**src/hifrc_defines.vh**
```
/*
  Register offsets, field positions, reset values and encodings for the host
  interrupt mask, FIFO threshold and receive read configuration block.
  Assumes inclusion by bare name from the design file; definitions only.
*/
`ifndef HIFRC_DEFINES_VH
`define HIFRC_DEFINES_VH

`define HIFRC_OFF_INT_MASK   12'h05c
`define HIFRC_OFF_STATUS     12'h058
`define HIFRC_OFF_BYTE_ORDER 12'h064
`define HIFRC_OFF_FIFO_LVL   12'h068
`define HIFRC_OFF_RX_CFG     12'h06c
`define HIFRC_OFF_RX_STAT    12'h080
`define HIFRC_ADDR_W         12

`define HIFRC_MASK_RW        32'h83bfefff
`define HIFRC_MASK_GPIO      32'h00000007
`define HIFRC_BYTE_PATTERN   32'h87654321
`define HIFRC_FIFO_LVL_RST   32'h48000000
`define HIFRC_RX_CFG_RST     32'h00000000
`define HIFRC_RX_CFG_RW      32'hcfff1f00

`define HIFRC_BIT_RXDMA      20
`define HIFRC_BIT_TXSPACE    9
`define HIFRC_BIT_TXSLVL     7
`define HIFRC_BIT_RXDLVL     5
`define HIFRC_BIT_RXSLVL     3

`define HIFRC_TXSPACE_HI     31
`define HIFRC_TXSPACE_LO     24
`define HIFRC_TXSLVL_HI      23
`define HIFRC_TXSLVL_LO      16
`define HIFRC_RXSPACE_HI     15
`define HIFRC_RXSPACE_LO     8
`define HIFRC_RXSLVL_HI      7
`define HIFRC_RXSLVL_LO      0

`define HIFRC_ALIGN_HI       31
`define HIFRC_ALIGN_LO       30
`define HIFRC_CNT_HI         27
`define HIFRC_CNT_LO         16
`define HIFRC_DUMP_BIT       15
`define HIFRC_OFF_HI         12
`define HIFRC_OFF_LO         8
`define HIFRC_OFF_DW_LO      10

`define HIFRC_ALIGN_4        2'h0
`define HIFRC_ALIGN_16       2'h1
`define HIFRC_ALIGN_32       2'h2
`define HIFRC_PAD_MASK_4     2'h0
`define HIFRC_PAD_MASK_16    2'h3
`define HIFRC_PAD_MASK_32    3'h7

`endif

```
**src/hifrc_regs.v**
```verilog
/*
  APB register bank: interrupt mask and status gating onto one host
  interrupt, byte-order probe with wake on write, FIFO threshold events,
  receive read configuration (end padding, DWORD countdown, flush, offset).
  Assumes FIFO levels and event pulses come from the FIFO controllers on clk,
  and that the receive reader reports each DWORD it pops and each packet end.
*/
//
// What this block does
// - Mask bit lets its source drive interrupt
// - Status latches events regardless of mask
// - Mask bits 31,25,24,23, read/write, reset zero
// - Mask bits 21 to 16, read/write, reset zero
// - Mask bits 15-13, 11-7 per source
// - Mask bits 6-3 and pin events 2-0
// - Byte-order probe always reads fixed pattern
// - Any write to probe wakes device
// - TX space event above level, reset 48h
// - TX status event above level, reset 00h
// - RX data event when free space below
// - RX status event above occupancy level
// - Pad buffer end to 4/16/32 byte boundary
// - DWORD countdown decrements, raises RX DMA event
// - New count write replaces running count
// - Flush bit resets RX pointers, self-clears
// - Offset inserts 0-31 bytes before packet data
// - Upper offset bits take effect next DWORD
// - Status bit 20 set on countdown, write-one clears
`timescale 1ns/10ps
`include "hifrc_defines.vh"

module hifrc_regs (
  input  wire        clk,
  input  wire        sys_rst,
  input  wire        psel,
  input  wire        penable,
  input  wire        pwrite,
  input  wire [11:0] paddr,
  input  wire [31:0] pwdata,
  output wire        pready,
  output reg  [31:0] prdata,
  output wire        pslverr,
  input  wire [31:0] event_pulses,
  input  wire [7:0]  tx_data_free_blocks,
  input  wire [7:0]  tx_status_used_dwords,
  input  wire [7:0]  rx_data_free_blocks,
  input  wire [7:0]  rx_status_used_dwords,
  input  wire        rx_dword_pop,
  input  wire        rx_packet_end,
  output wire        host_irq,
  output reg         wake_pulse,
  output reg         rx_fifo_flush,
  output reg  [2:0]  rx_pad_dwords,
  output reg         rx_pad_valid,
  output reg  [4:0]  rx_start_byte_offset,
  output reg  [11:0] rx_dword_countdown
);

  reg  [31:0] interrupt_mask_q;
  reg  [31:0] interrupt_status_q;
  reg  [31:0] fifo_threshold_levels_q;
  reg  [1:0]  end_align_q;
  reg  [2:0]  dword_phase_q;
  reg         cnt_armed_q;
  reg  [4:0]  offset_pend_q;
  wire        acc;
  wire        wr;
  wire        rd;
  wire [31:0] lvl_events;
  wire [31:0] w1c;
  wire        cnt_done;
  reg  [2:0]  pad_mask;
  reg         mapped;
  reg         ready_q;
  wire [31:0] interrupt_status_d;
  wire [2:0]  pad_fill;

  // One wait state: read data is registered, so pready rises with it a cycle after penable
  assign acc     = psel & penable & ready_q;
  assign wr      = acc & pwrite;
  assign rd      = psel & penable & ~ready_q & ~pwrite;
  assign pready  = ready_q;
  assign pslverr = psel & penable & ~mapped;

  // Ready rises in the second access cycle and drops with the completing edge
  always @(posedge clk or posedge sys_rst) begin
    if (sys_rst) begin
      ready_q <= 1'b0;
    end else begin
      ready_q <= psel & penable & ~ready_q;
    end
  end

  // Address decode; unmapped addresses read zero and answer with an error
  always @* begin
    mapped = 1'b1;
    case (paddr)
      `HIFRC_OFF_INT_MASK:   mapped = 1'b1;
      `HIFRC_OFF_STATUS:     mapped = 1'b1;
      `HIFRC_OFF_BYTE_ORDER: mapped = 1'b1;
      `HIFRC_OFF_FIFO_LVL:   mapped = 1'b1;
      `HIFRC_OFF_RX_CFG:     mapped = 1'b1;
      default:               mapped = 1'b0;
    endcase
  end

  // Mask register: reserved bits never store, so they read zero
  always @(posedge clk or posedge sys_rst) begin
    if (sys_rst) begin
      interrupt_mask_q <= 32'h00000000;
    end else if (wr && paddr == `HIFRC_OFF_INT_MASK) begin
      interrupt_mask_q <= pwdata & `HIFRC_MASK_RW;
    end
  end

  // Threshold comparators; level events stay high for as long as the condition holds
  assign lvl_events[`HIFRC_BIT_TXSPACE] = tx_data_free_blocks >
    fifo_threshold_levels_q[`HIFRC_TXSPACE_HI:`HIFRC_TXSPACE_LO];
  assign lvl_events[`HIFRC_BIT_TXSLVL] = tx_status_used_dwords >
    fifo_threshold_levels_q[`HIFRC_TXSLVL_HI:`HIFRC_TXSLVL_LO];
  assign lvl_events[`HIFRC_BIT_RXDLVL] = rx_data_free_blocks <
    fifo_threshold_levels_q[`HIFRC_RXSPACE_HI:`HIFRC_RXSPACE_LO];
  assign lvl_events[`HIFRC_BIT_RXSLVL] = rx_status_used_dwords >
    fifo_threshold_levels_q[`HIFRC_RXSLVL_HI:`HIFRC_RXSLVL_LO];
  assign lvl_events[`HIFRC_BIT_RXDMA] = cnt_done;
  assign lvl_events[31:21] = 11'h000;
  assign lvl_events[19:10] = 10'h000;
  assign lvl_events[8]     = 1'b0;
  assign lvl_events[6]     = 1'b0;
  assign lvl_events[4]     = 1'b0;
  assign lvl_events[2:0]   = 3'h0;

  assign w1c = (wr && paddr == `HIFRC_OFF_STATUS) ? pwdata : 32'h00000000;

  // Sticky status per bit; a new event wins over a same-cycle clear
  genvar gi;
  generate
    for (gi = 0; gi < 32; gi = gi + 1) begin : g_sts
      if (((`HIFRC_MASK_RW >> gi) & 32'h1) != 32'h0) begin : g_live
        assign interrupt_status_d[gi] = event_pulses[gi] | lvl_events[gi] |
                                        (interrupt_status_q[gi] & ~w1c[gi]);
      end else begin : g_rsvd
        assign interrupt_status_d[gi] = 1'b0;
      end
    end
  endgenerate

  // One register for the whole status word keeps a single driver per bit
  always @(posedge clk or posedge sys_rst) begin
    if (sys_rst) begin
      interrupt_status_q <= 32'h00000000;
    end else begin
      interrupt_status_q <= interrupt_status_d;
    end
  end

  assign host_irq = |(interrupt_status_q & interrupt_mask_q);

  // Wake strobe on any write to the probe, data ignored
  always @(posedge clk or posedge sys_rst) begin
    if (sys_rst) begin
      wake_pulse <= 1'b0;
    end else begin
      wake_pulse <= wr && paddr == `HIFRC_OFF_BYTE_ORDER;
    end
  end

  // Threshold register
  always @(posedge clk or posedge sys_rst) begin
    if (sys_rst) begin
      fifo_threshold_levels_q <= `HIFRC_FIFO_LVL_RST;
    end else if (wr && paddr == `HIFRC_OFF_FIFO_LVL) begin
      fifo_threshold_levels_q <= pwdata;
    end
  end

  // A same-cycle count write replaces the run, so it suppresses the event
  assign cnt_done = cnt_armed_q && rx_dword_pop && !(wr && paddr == `HIFRC_OFF_RX_CFG) &&
                    rx_dword_countdown == 12'h001;

  // Receive config: countdown, flush strobe, alignment and offset
  always @(posedge clk or posedge sys_rst) begin
    if (sys_rst) begin
      end_align_q          <= `HIFRC_ALIGN_4;
      rx_dword_countdown   <= 12'h000;
      cnt_armed_q          <= 1'b0;
      rx_fifo_flush        <= 1'b0;
      rx_start_byte_offset <= 5'h00;
      offset_pend_q        <= 5'h00;
    end else begin
      rx_fifo_flush <= 1'b0;
      if (wr && paddr == `HIFRC_OFF_RX_CFG) begin
        end_align_q        <= pwdata[`HIFRC_ALIGN_HI:`HIFRC_ALIGN_LO];
        rx_dword_countdown <= pwdata[`HIFRC_CNT_HI:`HIFRC_CNT_LO];
        cnt_armed_q        <= |pwdata[`HIFRC_CNT_HI:`HIFRC_CNT_LO];
        rx_fifo_flush      <= pwdata[`HIFRC_DUMP_BIT];
        offset_pend_q      <= pwdata[`HIFRC_OFF_HI:`HIFRC_OFF_LO];
        // Low offset bits are only safe with the receiver idle, so apply now
        rx_start_byte_offset[1:0] <= pwdata[`HIFRC_OFF_LO+1:`HIFRC_OFF_LO];
      end else begin
        if (rx_dword_pop && cnt_armed_q) begin
          rx_dword_countdown <= rx_dword_countdown - 12'h001;
          if (rx_dword_countdown == 12'h001) begin
            cnt_armed_q <= 1'b0;
          end
        end
        if (rx_dword_pop) begin
          rx_start_byte_offset[4:2] <= offset_pend_q[4:2];
        end
      end
    end
  end

  // Padding mask for the chosen boundary, in DWORDs
  always @* begin
    case (end_align_q)
      `HIFRC_ALIGN_16: pad_mask = {1'b0, `HIFRC_PAD_MASK_16};
      `HIFRC_ALIGN_32: pad_mask = `HIFRC_PAD_MASK_32;
      default:         pad_mask = {1'b0, `HIFRC_PAD_MASK_4};
    endcase
  end

  // DWORDs still missing to the boundary, counting the word popped now
  assign pad_fill = (3'h0 - (dword_phase_q + {2'b00, rx_dword_pop})) & pad_mask;

  // Track DWORD phase within the buffer; report filler count at packet end
  always @(posedge clk or posedge sys_rst) begin
    if (sys_rst) begin
      dword_phase_q <= 3'h0;
      rx_pad_dwords <= 3'h0;
      rx_pad_valid  <= 1'b0;
    end else begin
      rx_pad_valid <= 1'b0;
      if (rx_fifo_flush) begin
        dword_phase_q <= 3'h0;
      end else if (rx_packet_end) begin
        // Filler count to next boundary; host drops these DWORDs
        rx_pad_dwords <= pad_fill;
        rx_pad_valid  <= 1'b1;
        dword_phase_q <= 3'h0;
      end else if (rx_dword_pop) begin
        dword_phase_q <= dword_phase_q + 3'h1;
      end
    end
  end

  // Read mux, registered data output
  always @(posedge clk or posedge sys_rst) begin
    if (sys_rst) begin
      prdata <= 32'h00000000;
    end else if (rd) begin
      case (paddr)
        `HIFRC_OFF_INT_MASK:   prdata <= interrupt_mask_q;
        `HIFRC_OFF_STATUS:     prdata <= interrupt_status_q;
        `HIFRC_OFF_BYTE_ORDER: prdata <= `HIFRC_BYTE_PATTERN;
        `HIFRC_OFF_FIFO_LVL:   prdata <= fifo_threshold_levels_q;
        `HIFRC_OFF_RX_CFG:     prdata <= {end_align_q, 2'b00, rx_dword_countdown,
                                          1'b0, 2'b00, offset_pend_q, 8'h00};
        default:               prdata <= 32'h00000000;
      endcase
    end
  end

endmodule

```
**config.mk**
```make
export PLATFORM = sky130hd
export DESIGN_NAME = hifrc_regs
export DESIGN_NICKNAME = d
export VERILOG_FILES = /design/src/hifrc_regs.v
export VERILOG_INCLUDE_DIRS = /design/src
export SDC_FILE = /design/constraint.sdc
export NUM_CORES = 1
export LEC_CHECK = 0
export ABC_CLOCK_PERIOD_IN_PS = 4650
export BUFFER_PORTS_ARGS = -buffer_cell sky130_fd_sc_hd__buf_2
export CORE_UTILIZATION = 50
export DETAILED_ROUTE_END_ITERATION = 8
export PLACE_DENSITY = 0.77
export SYNTH_ARGS = -nofsm -noshare
export SYNTH_HDL_FRONTEND = slang
export SYNTH_SLANG_ARGS = --single-unit
```
**constraint.sdc**
```tcl
create_clock -name clk -period 4.65 [get_ports clk]
set_input_delay 0.93 -clock clk [delete_from_list [all_inputs] [get_ports clk]]
set_output_delay 0.93 -clock clk [all_outputs]
set_load 0.01 [all_outputs]
```
==> results.py <==
metrics = {
    "global_routing": {
        "grt_remaining_overflow": 0,
        "grt_pass1_wl_um": 33600,
        "antenna_found_initial": 0,
        "grt_pass1_vias": 6213,
        "grt_max_degree": 111,
        "grt_use_total": 0.278,
    },
    "synth": {
        "yosysUniqueCellTypes": 61,
        "synth_edf_count": 0,
        "ys_seq_area_frac": 0.470,
        "yosys_warnings": 0,
        "async_flop_share": 1.00,
        "yosys_register_bits": 147,
        "synth_nets": 866,
        "postSynthCellCount": 714,
        "synth_area_per_cell_um2": 11.0,
        "ys.flop_type": "dfrtp_1",
        "syn_area_um2": 7840,
    },
    "clock_network": {
        "insertion_delay_ps": 430,
        "clk_pin_slew_ps": 60,
        "clock_path_buffers": 2,
        "root_buffer": "clkbuf_16",
        "ctsResizeCount": 0,
        "htree_levels": 4,
        "postCtsHoldBufs": 0,
        "post_cts_buffers": 0,
        "cts_made_buffers": 17,
        "cts_tree": "done",
        "cts_sinks": 147,
    },
    "routing": {
        "first_pass_iters": 6,
        "drc": 0,
        "finalWirelength_um": 21600,
        "drtIter0Drc": 538,
        "dr_total_vias": 6396,
        "wl_per_cell_um": 19.7,
        "detail-route-antenna-nets": 0,
        "vias_per_cell": 5.83,
    },
    "placement": {
        "dp_hpwl_um": 15800,
        "portBuffers": 165,
        "pre_cts_ws_ps": 1140,
        "place.gp.congestion": 0.937,
    },
    "sta": {
        "rsz0062_at_grt": "false",
        "worst_slack_ps": 1200,
        "maxSlewViolCount": 0,
        "maxSlewHeadroom": 0.171,
        "max_freq_mhz": 290,
        "fin_crit_sh": 0.741,
        "setup_violations": 0,
        "tns_ps": 0,
        "tightest_slew_ps": 1240,
        "skew_ps": 7.82,
        "hold_viol": 0,
        "min_period_ps": 3450,
    },
    "worst_setup_path": {
        "cp.arrival_ps": 2520,
        "critPathMaxFanout": 9,
        "cp-start-kind": "input port",
        "required_ps": 3720,
        "worstSetupPathType": "input port to output pin",
        "cp-end-kind": "output pin",
    },
    "finish": {
        "mostFrequentLayoutCell": "buf_2",
        "nNetsFinal": 1025,
        "drive_above_1_share": 0.333,
        "n_antenna_cell": 0,
        "fillers": 1283,
        "syn2layout_area_growth_pct": 20.4,
        "most-common-layout-cells": "buf_2, dfrtp_1, nand2_1",
    },
    "power_and_ir_drop": {
        "leakage_nw": 4.48,
        "peakVddDrop_v": 0.000272,
        "pwr_density_cell_nw_per_um2": 346,
    },
    "floorplanning": {
        "dieArea_um2": 16200,
        "fp.dieH_um": 127,
        "coreArea_um2": 15300,
        "io_pins": 173,
        "start_util": 0.514,
        "rows": 45,
        "die_w_um": 127,
    },
    "hold_path": {
        "hold_class": "register to register",
    },
    "outcome": {
        "status": "complete, no violations",
    },
    "run": {
        "max_cap_viol_count": 0,
    },
}
## metal layers
| layer | routed length (um) | track usage |
|---|---|---|
| met5 | 0 | 0 |
| met4 | 660 | 0.123 |
| met3 | 1360 | 0.0448 |
| met2 | 10100 | 0.443 |
| met1 | 9480 | 0.378 |
## critical path: stages
cell	delay, ps
buf_2	100
or4_4	620
or2_2	340
nor3_1	330
nor2_1	60
buf_2	140
## layout make-up
class	count	area, um^2	area share
multi-input cells	487	3810	0.403
flip-flops and latches	147	3680	0.390
repair buffers	178	936	0.0991
clock buffers	23	488	0.0517
well taps	211	264	0.0280
inverters	42	161	0.0171
clock inverters	9	105	0.0111
## cell usage after synthesis (all sizes together), types with 5 or more instances
cell / number / share of area
a2111oi: 5 / 0.0057
a211oi: 8 / 0.0077
a21o: 20 / 0.019
a21oi: 22 / 0.014
a221o: 5 / 0.0064
a221oi: 6 / 0.0067
a22o: 12 / 0.013
a22oi: 20 / 0.019
and3: 8 / 0.0064
and4: 6 / 0.0067
buf: 10 / 0.014
clkbuf: 28 / 0.013
dfrtp: 145 / 0.46
ha: 37 / 0.059
inv: 42 / 0.020
mux2: 73 / 0.12
mux2i: 16 / 0.020
nand2: 75 / 0.036
nand2b: 7 / 0.0056
nand3: 14 / 0.0089
nand3b: 7 / 0.0067
nand4: 6 / 0.0048
nand4bb: 5 / 0.0072
nor2: 26 / 0.012
nor2b: 6 / 0.0048
nor3: 9 / 0.0064
nor4: 10 / 0.0088
o21ai: 28 / 0.018
xor2: 12 / 0.013
## worst paths after layout
| check | cells after the start | from | slack [ps] | endpoint |
|---|---|---|---|---|
| max in group asynchronous | 3 | sys_rst | 2950 | rx_dword_countdown[3] |
| max reg2reg | 3 | pready | 2050 | prdata[10] |
| min reg2reg | 1 | pready | 470 | pready |
| min | 1 | pready | 470 | pready |
| min in group asynchronous | 2 | sys_rst | 660 | prdata[0] |
| max | 6 | paddr[11] | 1200 | pslverr |
## registers in the layout, indices dropped and copies added (netlist names)
register and count:
fifo_threshold_levels_q 32, prdata 32, interrupt_mask_q 25, interrupt_status_q 25, rx_dword_countdown 12, offset_pend_q 5, dword_phase_q 3, rx_pad_dwords 3
rx_start_byte_offset 3, end_align_q 2, cnt_armed_q 1, pready 1, rx_fifo_flush 1, rx_pad_valid 1, wake_pulse 1
## kinds of logic (layout without fill, tap and decap cells)
kind of cell / Yosys count / after routing / share of synthesized area
XOR/XNOR: 15 / 15 / 0.0168
multiplexers: 89 / 89 / 0.139
AND/OR/NAND/NOR: 199 / 199 / 0.136
adder cells (fa/ha/maj): 37 / 37 / 0.0590
buffers and inverters: 80 / 252 / 0.0474
flip-flops: 147 / 147 / 0.470
AO/OA/AOI/OAI: 147 / 147 / 0.132
## through the flow
step / cells / total power (W) / util / cell area [um^2] / hold WS, ps
2_1_floorplan: 714 / 0.00170 / - / 7840 / 457
3_3_place_gp: 1065 / 0.00190 / 0.580 / 8850 / 453
3_5_place_dp: 1065 / 0.00191 / 0.580 / 8850 / 460
4_1_cts: 1097 / 0.00327 / 0.619 / 9440 / 467
5_1_grt: 1097 / 0.00339 / 0.619 / 9440 / 477
6_report: 1097 / 0.00327 / 0.619 / 9440 / 468
## power by group
group	switching, W	internal, W	leakage [nW]
Sequential	0.000104	0.00134	1.88
Clock	0.000525	0.000843	0.281
Combinational	0.000257	0.000199	2.32
Total	0.000886	0.00238	4.48
No activity file was read; power rests on OpenSTA's default activity.
